## src/wmc_pkg.sv

```systemverilog
// constants and types for the warm-up counter and operation mode control
package wmc_pkg;
  // register byte offsets on the bus
  localparam logic [7:0] OFF_WCTL = 8'h00; // warmup_control
  localparam logic [7:0] OFF_WCMP = 8'h04; // warmup_compare_value
  localparam logic [7:0] OFF_SC1  = 8'h08; // system_control_one
  localparam logic [7:0] OFF_SC2  = 8'h0C; // system_control_two
  localparam logic [7:0] OFF_STAT = 8'h10; // status, read only
  // warmup_control fields
  localparam int WCTL_SEL_LSB = 0;
  localparam int WCTL_DIV_LSB = 2;
  localparam int WCTL_ABORT   = 4;
  // system_control_one field
  localparam int SC1_HFSEL = 3;
  // system_control_two fields
  localparam int SC2_INT_EN = 7;
  localparam int SC2_EXT_EN = 6;
  localparam int SC2_LF_EN  = 5;
  localparam int SC2_SCK    = 4;
  localparam int SC2_IDLE   = 3;
  localparam int SC2_HALT   = 2;
  // status fields
  localparam int STAT_BUSY = 0;
  localparam int STAT_DUAL = 1;
  localparam int STAT_SLOW = 2;
  localparam int STAT_CNT  = 8;
  // reset values
  localparam logic [1:0] RST_SEL   = 2'h0;
  localparam logic [1:0] RST_DIV   = 2'h3;
  localparam logic [7:0] RST_CMP   = 8'h66;
  localparam logic       RST_HFSEL = 1'h0;
  localparam logic       RST_INTEN = 1'h1;
  // warm-up source codes; index 3 is the timebase source
  localparam logic [1:0] SRC_INT_HF = 2'h0;
  localparam logic [1:0] SRC_EXT_HF = 2'h1;
  localparam logic [1:0] SRC_LF     = 2'h2;
  localparam int         SRC_TB     = 3;
  localparam int         NSYNC      = 4;
  // counter geometry
  localparam int CNT_W  = 14;
  localparam int CMP_W  = 8;
  localparam int PRE_W  = 3;

  typedef enum logic [3:0] {
    ST_S_RUN,    // single_clock_run
    ST_S_DOZE,   // single_clock_doze
    ST_S_HALT,   // single_clock_halt
    ST_D_RUN,    // dual_clock_run
    ST_D_DOZE,   // dual_clock_doze
    ST_SLOW_HF_RUNNING,    // slow_hf_running
    ST_SLOW_HF_STOPPED,    // slow_hf_stopped
    ST_SLOW_DOZE,   // slow_doze
    ST_SLOW_HALT    // slow_halt
  } wmc_mode_t;

  typedef struct packed {
    logic [1:0] div;
    logic [1:0] sel;
  } wmc_wctl_t;

  typedef struct packed {
    logic int_en;
    logic ext_en;
    logic lf_en;
    logic sck;
  } wmc_sc2_t;
endpackage

```

## src/wmc_top.sv

```systemverilog
// warm-up counter and operation mode controller with wishbone registers
// What this block does
// - mode moves that start an oscillator wait until the warm-up is over
// - source select 00 internal hf, 01 external hf, 10 lf clock
// - divide code 00..11 feeds the counter with source over 1, 2, 4, 8
// - setting an oscillator enable starts it and starts the 14-stage count
// - only a 0-to-1 change of an enable starts counting
// - upper 8 counter bits equal compare: irq, stop, clear counter
// - abort write stops the count, clears counter, abort bit reads 0
// - abort leaves enables alone; software clears then sets to restart
// - after reset single-clock run with internal hf as reference
// - single-clock machine cycle is one gear clock period
// - dual-clock: gear clock in run and doze, four lf periods in slow
// - internal hf reference releases the external hf pins as gpio
// - lf pins are gpio in single-clock mode, oscillator in dual-clock
// - idle request in single run stops cpu and watchdog only
// - enabled interrupt latch ends doze and returns to single run, dual run or slow with hf stopped
// - halt request in single run or slow with hf stopped stops cpu and gates peripherals except timebase
// - falling edge of timebase source ends halt, back to single run or slow with hf stopped
// - timebase enabled at halt entry sets its irq latch on return
// - hf reference select is frozen while slow clock select is 1
// - slow select switches dual run and slow with hf, prescaler stops
// - either hf enable (internal or external) switches slow with hf stopped and running
module wmc_top (
  input  wire logic        clk_i,
  input  wire logic        rst_i,
  input  wire logic        wb_cyc_i,
  input  wire logic        wb_stb_i,
  input  wire logic        wb_we_i,
  input  wire logic [7:0]  wb_adr_i,
  input  wire logic [3:0]  wb_sel_i,
  input  wire logic [31:0] wb_dat_i,
  output logic      [31:0] wb_dat_o,
  output logic             wb_ack_o,
  input  wire logic        int_hf_clk_i,
  input  wire logic        ext_hf_clk_i,
  input  wire logic        lf_clk_i,
  input  wire logic        tb_src_clk_i,
  input  wire logic        timebase_enable_i,
  input  wire logic        irq_pending_i,
  output logic             warmup_done_irq_o,
  output logic             timebase_irq_set_o,
  output logic             int_hf_osc_en_o,
  output logic             ext_hf_osc_en_o,
  output logic             lf_osc_en_o,
  output logic             hf_ref_ext_o,
  output logic             mc_from_lf_o,
  output logic             cpu_stop_o,
  output logic             wdt_stop_o,
  output logic             periph_gate_o,
  output logic             prescaler_stop_o,
  output logic             hf_pins_gpio_o,
  output logic             lf_pins_gpio_o
);

  function automatic logic [2:0] div_mask(input logic [1:0] d);
    div_mask = 3'(( 4'h1 << d ) - 4'h1);
  endfunction

  function automatic logic is_slow(input wmc_pkg::wmc_mode_t m);
    is_slow = (m == wmc_pkg::ST_SLOW_HF_STOPPED) || (m == wmc_pkg::ST_SLOW_HF_RUNNING) ||
              (m == wmc_pkg::ST_SLOW_DOZE) || (m == wmc_pkg::ST_SLOW_HALT);
  endfunction

  function automatic logic is_single(input wmc_pkg::wmc_mode_t m);
    is_single = (m == wmc_pkg::ST_S_RUN) || (m == wmc_pkg::ST_S_DOZE) ||
                (m == wmc_pkg::ST_S_HALT);
  endfunction

  // bus
  logic                          ack_r;
  logic [31:0]                   rdat_r;
  // registers
  wmc_pkg::wmc_wctl_t            wctl_r;
  logic [wmc_pkg::CMP_W-1:0]     cmp_r;
  logic                          hfsel_r;
  wmc_pkg::wmc_sc2_t             sc2_r;
  // warm-up counter
  logic                          busy_r;
  logic [wmc_pkg::PRE_W-1:0]     pre_r;
  logic [wmc_pkg::CNT_W-1:0]     cnt_r;
  logic                          wirq_r;
  // mode
  wmc_pkg::wmc_mode_t            state_r;
  wmc_pkg::wmc_mode_t            state_nxt;
  logic                          tben_r;
  logic                          tbirq_r;
  // synchronisers for the oscillator and timebase clocks
  logic [wmc_pkg::NSYNC-1:0]     s1_r;
  logic [wmc_pkg::NSYNC-1:0]     s2_r;
  logic [wmc_pkg::NSYNC-1:0]     s3_r;
  logic [wmc_pkg::NSYNC-1:0]     lvl_r;
  logic [wmc_pkg::NSYNC-1:0]     rise_w;
  logic [wmc_pkg::NSYNC-1:0]     fall_w;
  logic [wmc_pkg::NSYNC-1:0]     raw_w;
  logic [wmc_pkg::NSYNC-1:0]     lvl_nxt;

  assign raw_w = {tb_src_clk_i, lf_clk_i, ext_hf_clk_i, int_hf_clk_i};

  // three flops; a level counts once the second and third agree
  genvar g;
  generate
    for (g = 0; g < wmc_pkg::NSYNC; g++) begin : g_sync
      assign lvl_nxt[g] = (s2_r[g] == s3_r[g]) ? s3_r[g] : lvl_r[g];
      assign rise_w[g]  = lvl_nxt[g] & ~lvl_r[g];
      assign fall_w[g]  = ~lvl_nxt[g] & lvl_r[g];
      always_ff @(posedge clk_i) begin
        if (rst_i) begin
          s1_r[g]  <= 1'b0;
          s2_r[g]  <= 1'b0;
          s3_r[g]  <= 1'b0;
          lvl_r[g] <= 1'b0;
        end else begin
          s1_r[g]  <= raw_w[g];
          s2_r[g]  <= s1_r[g];
          s3_r[g]  <= s2_r[g];
          lvl_r[g] <= lvl_nxt[g];
        end
      end
    end
  endgenerate

  // bus decode; writes commit on the edge that sees ack high
  logic wr_w;
  logic wr_wctl;
  logic wr_wcmp;
  logic wr_sc1;
  logic wr_sc2;
  logic [7:0] wd;
  assign wd      = wb_dat_i[7:0];
  assign wr_w    = wb_cyc_i & wb_stb_i & wb_we_i & ack_r & wb_sel_i[0];
  assign wr_wctl = wr_w & (wb_adr_i == wmc_pkg::OFF_WCTL);
  assign wr_wcmp = wr_w & (wb_adr_i == wmc_pkg::OFF_WCMP);
  assign wr_sc1  = wr_w & (wb_adr_i == wmc_pkg::OFF_SC1);
  assign wr_sc2  = wr_w & (wb_adr_i == wmc_pkg::OFF_SC2);

  // control events from writes
  logic       abort_w;
  logic       start_w;
  logic       idle_req;
  logic       halt_req;
  logic [2:0] en_new;
  logic [2:0] en_old;
  assign abort_w  = wr_wctl & wd[wmc_pkg::WCTL_ABORT];
  assign en_new   = {wd[wmc_pkg::SC2_INT_EN], wd[wmc_pkg::SC2_EXT_EN],
                     wd[wmc_pkg::SC2_LF_EN]};
  assign en_old   = {sc2_r.int_en, sc2_r.ext_en, sc2_r.lf_en};
  assign start_w  = wr_sc2 & |(en_new & ~en_old);
  assign idle_req = wr_sc2 & wd[wmc_pkg::SC2_IDLE];
  assign halt_req = wr_sc2 & wd[wmc_pkg::SC2_HALT];

  // readback; abort bit is never stored so it reads 0
  logic [31:0] rd_w;
  logic [31:0] stat_w;
  logic        hf_on;
  assign hf_on  = sc2_r.int_en | sc2_r.ext_en;
  assign stat_w = {16'h0000, cnt_r[wmc_pkg::CNT_W-1 -: wmc_pkg::CMP_W],
                   5'h00, is_slow(state_r), ~is_single(state_r), busy_r};
  always_comb begin
    rd_w = 32'h0000_0000; // unmapped addresses read zero
    unique case (wb_adr_i)
      wmc_pkg::OFF_WCTL: rd_w = {28'h0, wctl_r};
      wmc_pkg::OFF_WCMP: rd_w = {24'h0, cmp_r};
      wmc_pkg::OFF_SC1:  rd_w = {28'h0, hfsel_r, 3'h0};
      wmc_pkg::OFF_SC2:  rd_w = {24'h0, sc2_r.int_en, sc2_r.ext_en,
                                 sc2_r.lf_en, sc2_r.sck,
                                 state_r == wmc_pkg::ST_S_DOZE ||
                                 state_r == wmc_pkg::ST_D_DOZE ||
                                 state_r == wmc_pkg::ST_SLOW_DOZE,
                                 state_r == wmc_pkg::ST_S_HALT ||
                                 state_r == wmc_pkg::ST_SLOW_HALT, 2'h0};
      wmc_pkg::OFF_STAT: rd_w = stat_w;
      default:           rd_w = 32'h0000_0000;
    endcase
  end

  // single-wait-state slave: ack one cycle after the request
  always_ff @(posedge clk_i) begin
    if (rst_i) begin
      ack_r  <= 1'b0;
      rdat_r <= 32'h0000_0000;
    end else begin
      ack_r  <= wb_cyc_i & wb_stb_i & ~ack_r;
      rdat_r <= rd_w;
    end
  end
  assign wb_ack_o = ack_r;
  assign wb_dat_o = rdat_r;

  // software registers
  always_ff @(posedge clk_i) begin
    if (rst_i) begin
      wctl_r  <= '{div: wmc_pkg::RST_DIV, sel: wmc_pkg::RST_SEL};
      cmp_r   <= wmc_pkg::RST_CMP;
      hfsel_r <= wmc_pkg::RST_HFSEL;
      sc2_r   <= '{int_en: wmc_pkg::RST_INTEN, default: 1'b0};
    end else begin
      if (wr_wctl) begin
        wctl_r.sel <= wd[wmc_pkg::WCTL_SEL_LSB +: 2];
        wctl_r.div <= wd[wmc_pkg::WCTL_DIV_LSB +: 2];
      end
      if (wr_wcmp)
        cmp_r <= wd;
      // reference select frozen while slow clock is selected
      if (wr_sc1 && !sc2_r.sck)
        hfsel_r <= wd[wmc_pkg::SC1_HFSEL];
      // abort does not touch the enables
      if (wr_sc2) begin
        sc2_r.int_en <= wd[wmc_pkg::SC2_INT_EN];
        sc2_r.ext_en <= wd[wmc_pkg::SC2_EXT_EN];
        sc2_r.lf_en  <= wd[wmc_pkg::SC2_LF_EN];
        sc2_r.sck    <= wd[wmc_pkg::SC2_SCK];
      end
    end
  end

  // warm-up: selected source edge, 3-stage divider, 14-stage counter
  logic src_edge;
  logic tick_w;
  logic match_w;
  assign src_edge = (wctl_r.sel == wmc_pkg::SRC_INT_HF) ? rise_w[0] :
                    (wctl_r.sel == wmc_pkg::SRC_EXT_HF) ? rise_w[1] :
                    (wctl_r.sel == wmc_pkg::SRC_LF)     ? rise_w[2] :
                    1'b0;
  assign tick_w  = src_edge &
                   ((pre_r & div_mask(wctl_r.div)) ==
                    div_mask(wctl_r.div));
  assign match_w = busy_r &
                   (cnt_r[wmc_pkg::CNT_W-1 -: wmc_pkg::CMP_W] == cmp_r);

  // abort wins over start and match; a restart needs a fresh 0-to-1
  always_ff @(posedge clk_i) begin
    if (rst_i) begin
      busy_r <= 1'b0;
      pre_r  <= '0;
      cnt_r  <= '0;
      wirq_r <= 1'b0;
    end else begin
      wirq_r <= 1'b0;
      if (abort_w) begin
        busy_r <= 1'b0;
        pre_r  <= '0;
        cnt_r  <= '0;
      end else if (start_w) begin
        busy_r <= 1'b1;
        pre_r  <= '0;
        cnt_r  <= '0;
      end else if (match_w) begin
        busy_r <= 1'b0;
        cnt_r  <= '0;
        pre_r  <= '0;
        wirq_r <= 1'b1;
      end else if (busy_r && src_edge) begin
        pre_r <= pre_r + 3'h1;
        if (tick_w)
          cnt_r <= cnt_r + 14'h0001;
      end
    end
  end

  // mode transitions; oscillator-starting moves wait for warm-up end
  always_comb begin
    state_nxt = state_r;
    unique case (state_r)
      wmc_pkg::ST_S_RUN: begin
        if (halt_req)
          state_nxt = wmc_pkg::ST_S_HALT;
        else if (idle_req)
          state_nxt = wmc_pkg::ST_S_DOZE;
        else if (sc2_r.lf_en && !busy_r && !start_w)
          state_nxt = wmc_pkg::ST_D_RUN;
      end
      wmc_pkg::ST_S_DOZE:
        if (irq_pending_i)
          state_nxt = wmc_pkg::ST_S_RUN;
      wmc_pkg::ST_S_HALT:
        if (fall_w[wmc_pkg::SRC_TB])
          state_nxt = wmc_pkg::ST_S_RUN;
      wmc_pkg::ST_D_RUN: begin
        if (!sc2_r.lf_en)
          state_nxt = wmc_pkg::ST_S_RUN;
        else if (idle_req)
          state_nxt = wmc_pkg::ST_D_DOZE;
        else if (sc2_r.sck && !busy_r)
          state_nxt = wmc_pkg::ST_SLOW_HF_RUNNING;
      end
      wmc_pkg::ST_D_DOZE:
        if (irq_pending_i)
          state_nxt = wmc_pkg::ST_D_RUN;
      wmc_pkg::ST_SLOW_HF_RUNNING: begin
        if (!sc2_r.sck)
          state_nxt = wmc_pkg::ST_D_RUN;
        else if (!hf_on)
          state_nxt = wmc_pkg::ST_SLOW_HF_STOPPED;
      end
      wmc_pkg::ST_SLOW_HF_STOPPED: begin
        if (halt_req)
          state_nxt = wmc_pkg::ST_SLOW_HALT;
        else if (idle_req)
          state_nxt = wmc_pkg::ST_SLOW_DOZE;
        else if (hf_on && !busy_r && !start_w)
          state_nxt = wmc_pkg::ST_SLOW_HF_RUNNING;
      end
      wmc_pkg::ST_SLOW_DOZE:
        if (irq_pending_i)
          state_nxt = wmc_pkg::ST_SLOW_HF_STOPPED;
      wmc_pkg::ST_SLOW_HALT:
        if (fall_w[wmc_pkg::SRC_TB])
          state_nxt = wmc_pkg::ST_SLOW_HF_STOPPED;
      default:
        state_nxt = wmc_pkg::ST_S_RUN;
    endcase
  end

  logic halt_in;
  logic halt_out;
  assign halt_in  = (state_nxt == wmc_pkg::ST_S_HALT ||
                     state_nxt == wmc_pkg::ST_SLOW_HALT) &&
                    state_nxt != state_r;
  assign halt_out = (state_r == wmc_pkg::ST_S_HALT ||
                     state_r == wmc_pkg::ST_SLOW_HALT) &&
                    state_nxt != state_r;

  // timebase enable is caught at halt entry and reported on return
  always_ff @(posedge clk_i) begin
    if (rst_i) begin
      state_r <= wmc_pkg::ST_S_RUN;
      tben_r  <= 1'b0;
      tbirq_r <= 1'b0;
    end else begin
      state_r <= state_nxt;
      if (halt_in)
        tben_r <= timebase_enable_i;
      tbirq_r <= halt_out & tben_r;
    end
  end

  // status outputs from flops, computed from the next mode and the next hf reference select
  always_ff @(posedge clk_i) begin
    if (rst_i) begin
      cpu_stop_o       <= 1'b0;
      wdt_stop_o       <= 1'b0;
      periph_gate_o    <= 1'b0;
      prescaler_stop_o <= 1'b0;
      mc_from_lf_o     <= 1'b0;
      hf_pins_gpio_o   <= 1'b1;
      lf_pins_gpio_o   <= 1'b1;
    end else begin
      cpu_stop_o    <= state_nxt inside {wmc_pkg::ST_S_DOZE,
                        wmc_pkg::ST_S_HALT, wmc_pkg::ST_D_DOZE,
                        wmc_pkg::ST_SLOW_DOZE, wmc_pkg::ST_SLOW_HALT};
      wdt_stop_o    <= state_nxt inside {wmc_pkg::ST_S_DOZE,
                        wmc_pkg::ST_S_HALT, wmc_pkg::ST_D_DOZE,
                        wmc_pkg::ST_SLOW_DOZE, wmc_pkg::ST_SLOW_HALT};
      periph_gate_o <= state_nxt inside {wmc_pkg::ST_S_HALT,
                        wmc_pkg::ST_SLOW_HALT};
      prescaler_stop_o <= is_slow(state_nxt);
      mc_from_lf_o     <= is_slow(state_nxt);
      // internal hf reference frees the crystal pins
      hf_pins_gpio_o <= ~((wr_sc1 && !sc2_r.sck) ?
                          wd[wmc_pkg::SC1_HFSEL] : hfsel_r);
      lf_pins_gpio_o <= is_single(state_nxt);
    end
  end

  assign warmup_done_irq_o  = wirq_r;
  assign timebase_irq_set_o = tbirq_r;
  assign int_hf_osc_en_o    = sc2_r.int_en;
  assign ext_hf_osc_en_o    = sc2_r.ext_en;
  assign lf_osc_en_o        = sc2_r.lf_en;
  assign hf_ref_ext_o       = hfsel_r;

  // checks
  property p_abort;
    @(posedge clk_i) disable iff (rst_i)
    abort_w |=> !busy_r && cnt_r == '0 && !wirq_r;
  endproperty
  a_abort: assert property (p_abort)
    else $error("abort did not clear warm-up");

  property p_match;
    @(posedge clk_i) disable iff (rst_i)
    match_w && !abort_w && !start_w |=> wirq_r && !busy_r && cnt_r == '0;
  endproperty
  a_match: assert property (p_match)
    else $error("compare match did not stop and clear");

  property p_irq_pulse;
    @(posedge clk_i) disable iff (rst_i)
    wirq_r |=> !wirq_r;
  endproperty
  a_irq_pulse: assert property (p_irq_pulse)
    else $error("warm-up irq longer than one cycle");

  property p_start;
    @(posedge clk_i) disable iff (rst_i)
    start_w |=> busy_r && cnt_r == '0;
  endproperty
  a_start: assert property (p_start)
    else $error("enable rise did not start warm-up");

  property p_no_restart;
    @(posedge clk_i) disable iff (rst_i)
    wr_sc2 && !start_w && !busy_r |=> !busy_r;
  endproperty
  a_no_restart: assert property (p_no_restart)
    else $error("warm-up started without enable rise");

  property p_hfsel_lock;
    @(posedge clk_i) disable iff (rst_i)
    sc2_r.sck |=> $stable(hfsel_r);
  endproperty
  a_hfsel_lock: assert property (p_hfsel_lock)
    else $error("reference select changed in slow clock");

  property p_halt_exit;
    @(posedge clk_i) disable iff (rst_i)
    state_r == wmc_pkg::ST_S_HALT && fall_w[wmc_pkg::SRC_TB]
    |=> state_r == wmc_pkg::ST_S_RUN ##1 !periph_gate_o;
  endproperty
  a_halt_exit: assert property (p_halt_exit)
    else $error("halt not left on timebase falling edge");

  property p_tb_irq;
    @(posedge clk_i) disable iff (rst_i)
    halt_out && tben_r |=> timebase_irq_set_o ##1 !timebase_irq_set_o;
  endproperty
  a_tb_irq: assert property (p_tb_irq)
    else $error("timebase irq latch not set after halt");

  property p_doze_exit;
    @(posedge clk_i) disable iff (rst_i)
    state_r == wmc_pkg::ST_S_DOZE && irq_pending_i
    |=> state_r == wmc_pkg::ST_S_RUN && !cpu_stop_o;
  endproperty
  a_doze_exit: assert property (p_doze_exit)
    else $error("doze not left on pending interrupt");

  property p_slow_mc;
    @(posedge clk_i) disable iff (rst_i)
    is_slow(state_r) |-> mc_from_lf_o && prescaler_stop_o;
  endproperty
  a_slow_mc: assert property (p_slow_mc)
    else $error("slow mode not on lf machine cycle");

  property p_guard;
    @(posedge clk_i) disable iff (rst_i)
    busy_r && state_r == wmc_pkg::ST_SLOW_HF_STOPPED |=>
    state_r != wmc_pkg::ST_SLOW_HF_RUNNING;
  endproperty
  a_guard: assert property (p_guard)
    else $error("slow mode entered during warm-up");

  c_done:  cover property (@(posedge clk_i) disable iff (rst_i) wirq_r);
  c_abort: cover property (@(posedge clk_i) disable iff (rst_i)
                           abort_w && busy_r);
  c_halt:  cover property (@(posedge clk_i) disable iff (rst_i) halt_out);
  c_slow:  cover property (@(posedge clk_i) disable iff (rst_i)
                           state_r == wmc_pkg::ST_SLOW_HF_STOPPED);

endmodule

```

## config.mk

```make
export PLATFORM = sky130hd
export DESIGN_NAME = wmc_top
export DESIGN_NICKNAME = d
export VERILOG_FILES = /design/src/wmc_pkg.sv /design/src/wmc_top.sv
export SDC_FILE = /design/constraint.sdc
export NUM_CORES = 1
export LEC_CHECK = 0
export BUFFER_PORTS_ARGS = -buffer_cell sky130_fd_sc_hd__buf_2
export CAP_MARGIN = 15
export CORE_MARGIN = 5
export CORE_UTILIZATION = 44
export DETAILED_ROUTE_END_ITERATION = 10
export GPL_TIMING_DRIVEN = 0
export HOLD_SLACK_MARGIN = 0.05
export PLACE_DENSITY = 0.69
export SLEW_MARGIN = 20
export SYNTH_ARGS = -nofsm -noshare
export SYNTH_HDL_FRONTEND = slang
export SYNTH_SLANG_ARGS = --single-unit
```

## constraint.sdc

```tcl
create_clock -name clk_i -period 3.09 [get_ports clk_i]
set_input_delay 0.618 -clock clk_i [delete_from_list [all_inputs] [get_ports clk_i]]
set_output_delay 0.618 -clock clk_i [all_outputs]
set_load 0.1 [all_outputs]
```

# --- After elaboration in Yosys (flattened, before gate mapping) ---
# Index checks and enable logic that the tools add are counted.
classes:
  n_addsub: 3
  n_eq_ne: 28
  shifts: 1
  n_mux: 29
  bitwise: 31
  reduce_logical: 38
op_table:
  columns: ["cell", "n"]
  rows:
  - ["one-hot mux 16 bit (5 select lines)", 1]
  - ["2-to-1 mux 4 bit", 16]
  - ["one-hot mux 4 bit (9 select lines)", 1]
  - ["== test 4 x 3 -> 1 bit, second input constant", 8]
  - ["AND 1 bit", 20]
  - ["== test 8 x 4 -> 1 bit, second input constant", 2]
  - ["adder 14 x 1 -> 14 bit, second input constant", 1]
  - ["logical OR 1 bit", 14]
  - ["== test 4 x 2 -> 1 bit, second input constant", 3]
  - ["2-to-1 mux 1 bit", 11]
  - ["logical AND 1 bit", 9]
  - ["== test 4 x 1 -> 1 bit, second input constant", 2]
  - ["== test 4 bit, second input constant", 2]
  - ["== test 8 x 3 -> 1 bit, second input constant", 1]
  - ["== test 8 x 5 -> 1 bit, second input constant", 1]
  - ["== test 8 bit", 1]
  - ["logical NOT 4 bit", 2]
  - ["logical NOT 8 bit", 1]
  - ["inverter 1 bit", 7]
  - ["AND 3 bit", 2]
  - ["OR reduction 3 bit", 2]
  - ["nonzero test 5 bit", 1]
  - ["== test 1 bit", 4]
  - ["inequality test 4 bit", 1]
  - ["other kinds (14)", 17]
word_totals:
  regBits: 96
  inputBits: 55
  out_inout_bits: 46
  word_cells: 168

# --- Depth between registers and ports, before layout ---
depth:
  word_depth: 16
  mapped_depth: 10

# --- Least setup slack after synthesis ---
# No wires, ideal clock.
synth_path:
  kind: "flip-flop to flip-flop"
  startpoint: "reg ack_r, in the netlist wb_ack_o"
  endpoint: "reg tben_r"
  arrival_time_ns: 2.953
  slack_ns: 0.066
  stages_incl_launch_ff: 10
  synth_period_minus_slack_ns: 3.024
  path_cell_list: "dfxtp_1 nand3_1 or2_2 buf_2 nor3_1 o21ai_0 a31o_2 o31a_1 a31oi_1 mux2i_1"
synth_between:
  elab_chain_cells: 13
  word_cells_on_any_way: 23
  classes_between: "eq/ne: 3; mux: 9; bitwise: 6; reduce/logical: 5"
synth_rtl:
  columns: ["element", "line_no", "source"]
  rows:
  - ["from (decl)", "wmc_top.sv:71", "logic ack_r;"]
  - ["from (signal assigned)", "wmc_top.sv:183", "ack_r <= wb_cyc_i & wb_stb_i & ~ack_r;"]
  - ["AND 1 bit (*) (2 in a row)", "wmc_top.sv:131", "assign wr_w = wb_cyc_i & wb_stb_i & wb_we_i & ack_r & wb_sel_i[0];"]
  - ["AND 1 bit (*)", "wmc_top.sv:135", "assign wr_sc2 = wr_w & (wb_adr_i == wmc_pkg::OFF_SC2);"]
  - ["AND 1 bit", "wmc_top.sv:148", "assign start_w = wr_sc2 & |(en_new & ~en_old);"]
  - ["logical NOT 1 bit", "wmc_top.sv:270, wmc_top.sv:301", null]
  - ["logical AND 1 bit (on tied branches)", "wmc_top.sv:301, wmc_top.sv:270", null]
  - ["2-to-1 mux 4 bit (on tied branches)", "wmc_top.sv:301, wmc_top.sv:270", null]
  - ["2-to-1 mux 4 bit (on tied branches)", "wmc_top.sv:299, wmc_top.sv:268", null]
  - ["2-to-1 mux 4 bit (on tied branches)", "wmc_top.sv:297, wmc_top.sv:266", null]
  - ["one-hot mux 4 bit (9 select lines) (*)", "wmc_top.sv:264", "unique case (state_r)"]
  - ["== test 4 x 2 -> 1 bit / == test 4 bit (equally long branches)", "wmc_top.sv:317, wmc_top.sv:318", null]
  - ["logical OR 1 bit", "wmc_top.sv:317", "assign halt_in = (state_nxt == wmc_pkg::ST_S_HALT ||"]
  - ["logical AND 1 bit (*)", "wmc_top.sv:318", "state_nxt == wmc_pkg::ST_SLOW_HALT) &&"]
  - ["to (signal assigned)", "wmc_top.sv:333", "tben_r <= timebase_enable_i;"]
  - ["to (decl)", "wmc_top.sv:86", "logic tben_r;"]
# Every way passes the cells marked *; elsewhere a longest branch is shown, timed or not.
# A chain may end at the register's enable or synchronous reset.

# --- Worst setup path in the final report ---
layout_path:
  startpoint: "reg state_r[0]"
  endpoint: "reg tben_r"
layout_between:
  elab_chain_cells: 7
  word_cells_on_any_way: 31
  classes_between: "eq/ne: 11; mux: 17; reduce/logical: 3"
layout_rtl:
  columns: ["element", "line_no", "source"]
  rows:
  - ["from (decl)", "wmc_top.sv:84", "wmc_pkg::wmc_mode_t state_r;"]
  - ["from (signal assigned)", "wmc_top.sv:327", "state_r <= wmc_pkg::ST_S_RUN;"]
  - ["from (signal assigned)", "wmc_top.sv:331", "state_r <= state_nxt;"]
  - ["2-to-1 mux 4 bit (on tied branches)", "wmc_top.sv:301, wmc_top.sv:270, wmc_top.sv:284", null]
  - ["2-to-1 mux 4 bit (on tied branches)", "wmc_top.sv:299, wmc_top.sv:268, wmc_top.sv:282", null]
  - ["2-to-1 mux 4 bit (on tied branches)", "wmc_top.sv:297, wmc_top.sv:266, wmc_top.sv:280", null]
  - ["one-hot mux 4 bit (9 select lines)", "wmc_top.sv:264", null]
  - ["== test 4 x 2 -> 1 bit / == test 4 bit (equally long branches)", "wmc_top.sv:317, wmc_top.sv:318", null]
  - ["logical OR 1 bit", "wmc_top.sv:317", null]
  - ["logical AND 1 bit (*)", "wmc_top.sv:318", null]
# Marks and branches as above.

==> impl_metrics.yaml <==
placement:
  hpwlAfterDp_mm: 7.01
  post-place-cells: 613
  routabilityCongestion: 0.920
  numPortBuffers: 56
final_layout:
  num-fill-cells: 814
  fin_cells: 629
  most-common-layout-cells: "dfxtp_1, buf_2, nand2_1, nor2_1, a21oi_1"
  insertedDiodeCount: 0
  final_layout_size_suffix_gt1_frac: 0.208
  synthToLayoutAreaGrowth_pct: 17.3
  mostFrequentLayoutCell: "dfxtp_1"
  finish.net_count: 576
logic_synthesis:
  main_combinational_cell_family_by_area_after_synthesis: "simple AND/OR/NAND/NOR gates"
  synthXorXnorAreaFrac: 0.0604
  synth_cells: 437
  synth-async-reset-ratio: 0
  synth_enable_flop_cells: 0
  synth-seq-area-share: 0.425
  synth_simple_gate_area_frac: 0.304
  synthesis.area_um2: 3770
  synth.mux.area_fraction: 0.0176
  yosys_register_bits: 80
  mean_area_per_synthesized_cell_um2: 8.63
  yosysUniqueCellTypes: 57
  synth_compound_area_frac: 0.124
  synth.largest_area_cell: "dfxtp_1"
  yosys_warnings: 0
  most_area_consuming_cells_after_synthesis: "dfxtp_1, nand2_1, nor2_1"
  synthFlopType: "dfxtp_1"
  post-synth-top-area-fraction: 0.425
  synth_fa_ha_area_frac: 0.00664
clocking:
  cts_root_buf: "clkbuf_8"
  cts.path.max_buffers: 2
  cts_tree: "built"
  cts_inserted_buffers: 9
  post-cts-setup-buffer-count: 0
  cts.sinks: 80
  cts_resized: 0
  clkLatencyLatePin_ns: 0.35
  worst_setup_hold_path_clk_slew_ns: 0.09
  post_cts_hold_buffer_count: 0
  cts-htree-levels: 3
detailed_routing:
  drtPass1Iterations: 5
  initialDrtViolationCount: 165
  detailroute.via_count: 3306
  routed_wire_length_per_instance_um: 14.8
  antenna_left: 0
  routed_wirelength_mm: 9.28
  detail_route.vias_per_cell: 5.26
  drc_errors: 0
global_route:
  grt_first_pass_wirelength_mm: 14.6
  busiest_grt_layer: "met2"
  globalRouteOverflowTotal: 0
  grt_util_all_layers: 0.178
  grt_pass1_vias: 3082
  grt_use_met3: 0.0433
  grt_util_met2: 0.287
  antenna_found_initial: 0
  grt_max_degree: 17
  grtUsageMet1: 0.235
flow_run:
  drv.max_cap_violation_count: 0
run_status:
  run_status: "completed"
timing:
  slew_violations: 0
  worst_clock_skew_ns: 0.00609
  tightest_slew_ns: 0.730
  setup_viol_count_final: 0
  fmaxAchievable_mhz: 371
  hold_ws_ns: 0.452
  min_period_ns: 2.69
  rsz0062_at_grt: "false"
  post-route-period-util: 0.872
  slew_headroom: 0.511
  finalSetupTns_ns: 0
  timing_hold_violations_final: 0
floorplan:
  core_area_um2: 8300
  chipHeight_um: 103
  die_width_um: 103
  placementRows: 33
  area_enclosed_by_the_die_boundary_um2: 10500
  top_level_ports: 101
  initial_core_util: 0.454
pwr:
  leakage_uw: 0.00186
  worst_ir_drop_vdd_mv: 0.281
  cellPowerDensity_nw_per_um2: 439
setup_path:
  critical_path_arrival_ns: 2.98
  worstSetupEndpointType: "flop"
  worst-path-max-fanout: 10
  timing.critical_path.from_type: "flop"
  worst-endpoint-required_ns: 3.37
  setup.worst_path.class: "reg -> reg"
worst_hold_path:
  holdCritPathClass: "reg -> reg"
[Yosys cell counts (all sizes together), types with 3 or more instances]
master and n:
and2 12, and3 5, xor2 18, a31oi 4
nor2 45, o21ai 17, buf 24, nand4 5
dfxtp 80, mux2i 4, nand3 15, xnor2 8
a21oi 25, a22oi 6, nand3b 10, nor3b 3
nand2b 5, nand2 52, nor4 5, nor2b 21
clkbuf 12, nor3 12, or2 3, inv 4
o211ai 3, and4 5, or3 5
[worst max-delay path: stages, from the launching register on]
cell	delay (ns)
dfxtp_1	0.31
clkbuf_1	0.25
clkbuf_1	0.44
and4b_1	0.27
a21oi_1	0.07
a2bb2oi_1	0.19
o211ai_1	0.17
a31o_2	0.27
o31a_1	0.28
a31oi_1	0.18
mux2i_1	0.20
[report_power, final]
group          switching (µW)  total, µW  internal [µW]
logic                     133        175           42.1
clock network             420        725            306
registers                3.78       1040           1040
total                     557       1940           1380
[through the flow]
stage | area (µm²) | util | total power (µW) | setup WS (ns)
global placement | 4240 | 0.511 | 1240 | 0.0608
global route | 4420 | 0.533 | 2020 | 0.229
CTS | 4420 | 0.533 | 1960 | 0.401
finish | 4420 | 0.533 | 1940 | 0.397
detailed placement | 4240 | 0.511 | 1240 | 0.0507
floorplan | 3830 | - | 1200 | 0.0656
[path summary, 6_finish.rpt]
kind	startpoint	endpoint	slack, ns	cells after the start
worst max register to register	state_r[0]$_SDFF_PP0_	tben_r$_SDFFE_PP0P_	0.40	10
worst max-delay path	state_r[0]$_SDFF_PP0_	tben_r$_SDFFE_PP0P_	0.40	10
worst min-delay path	s1_r[2]$_SDFF_PP0_	s2_r[2]$_SDFF_PP0_	0.45	1
worst min register to register	s1_r[2]$_SDFF_PP0_	s2_r[2]$_SDFF_PP0_	0.45	1
[layout make-up]
type / count / area (µm²) / share of cell area
plain buffers: 36 / 216 / 0.0490
clock buffers: 9 / 124 / 0.0280
clock inverters: 7 / 60.1 / 0.0136
inverters: 4 / 15.0 / 0.00340
multi-input cells: 332 / 1990 / 0.451
flip-flops and latches: 80 / 1600 / 0.362
well taps: 105 / 131 / 0.0297
repair buffers: 56 / 280 / 0.0634
[per-layer routing]
metal / vias to the layer above / share of wire
met5: - / 0
met4: 0 / 0.012
met3: 11 / 0.066
met2: 98 / 0.46
met1: 1547 / 0.46
li1: 1650 / -
[cell families after synthesis]
| kind of cell | Yosys count |
|---|---|
| XOR/XNOR | 26 |
| other | 1 |
| buffers and inverters | 40 |
| flip-flops | 80 |
| adder cells (fa/ha/maj) | 2 |
| AO/OA/AOI/OAI | 74 |
| multiplexers | 5 |
| AND/OR/NAND/NOR | 209 |
[registers in the layout (all words and copies together), names as in the netlist, 3 cells and up]
name	flops
s3_r	4
cmp_r	8
s2_r	4
wb_dat_o	16
lvl_r	4
s1_r	4
pre_r	3
state_r	4
cnt_r	14
wctl_r	4
(Power assumes the default switching activity.)
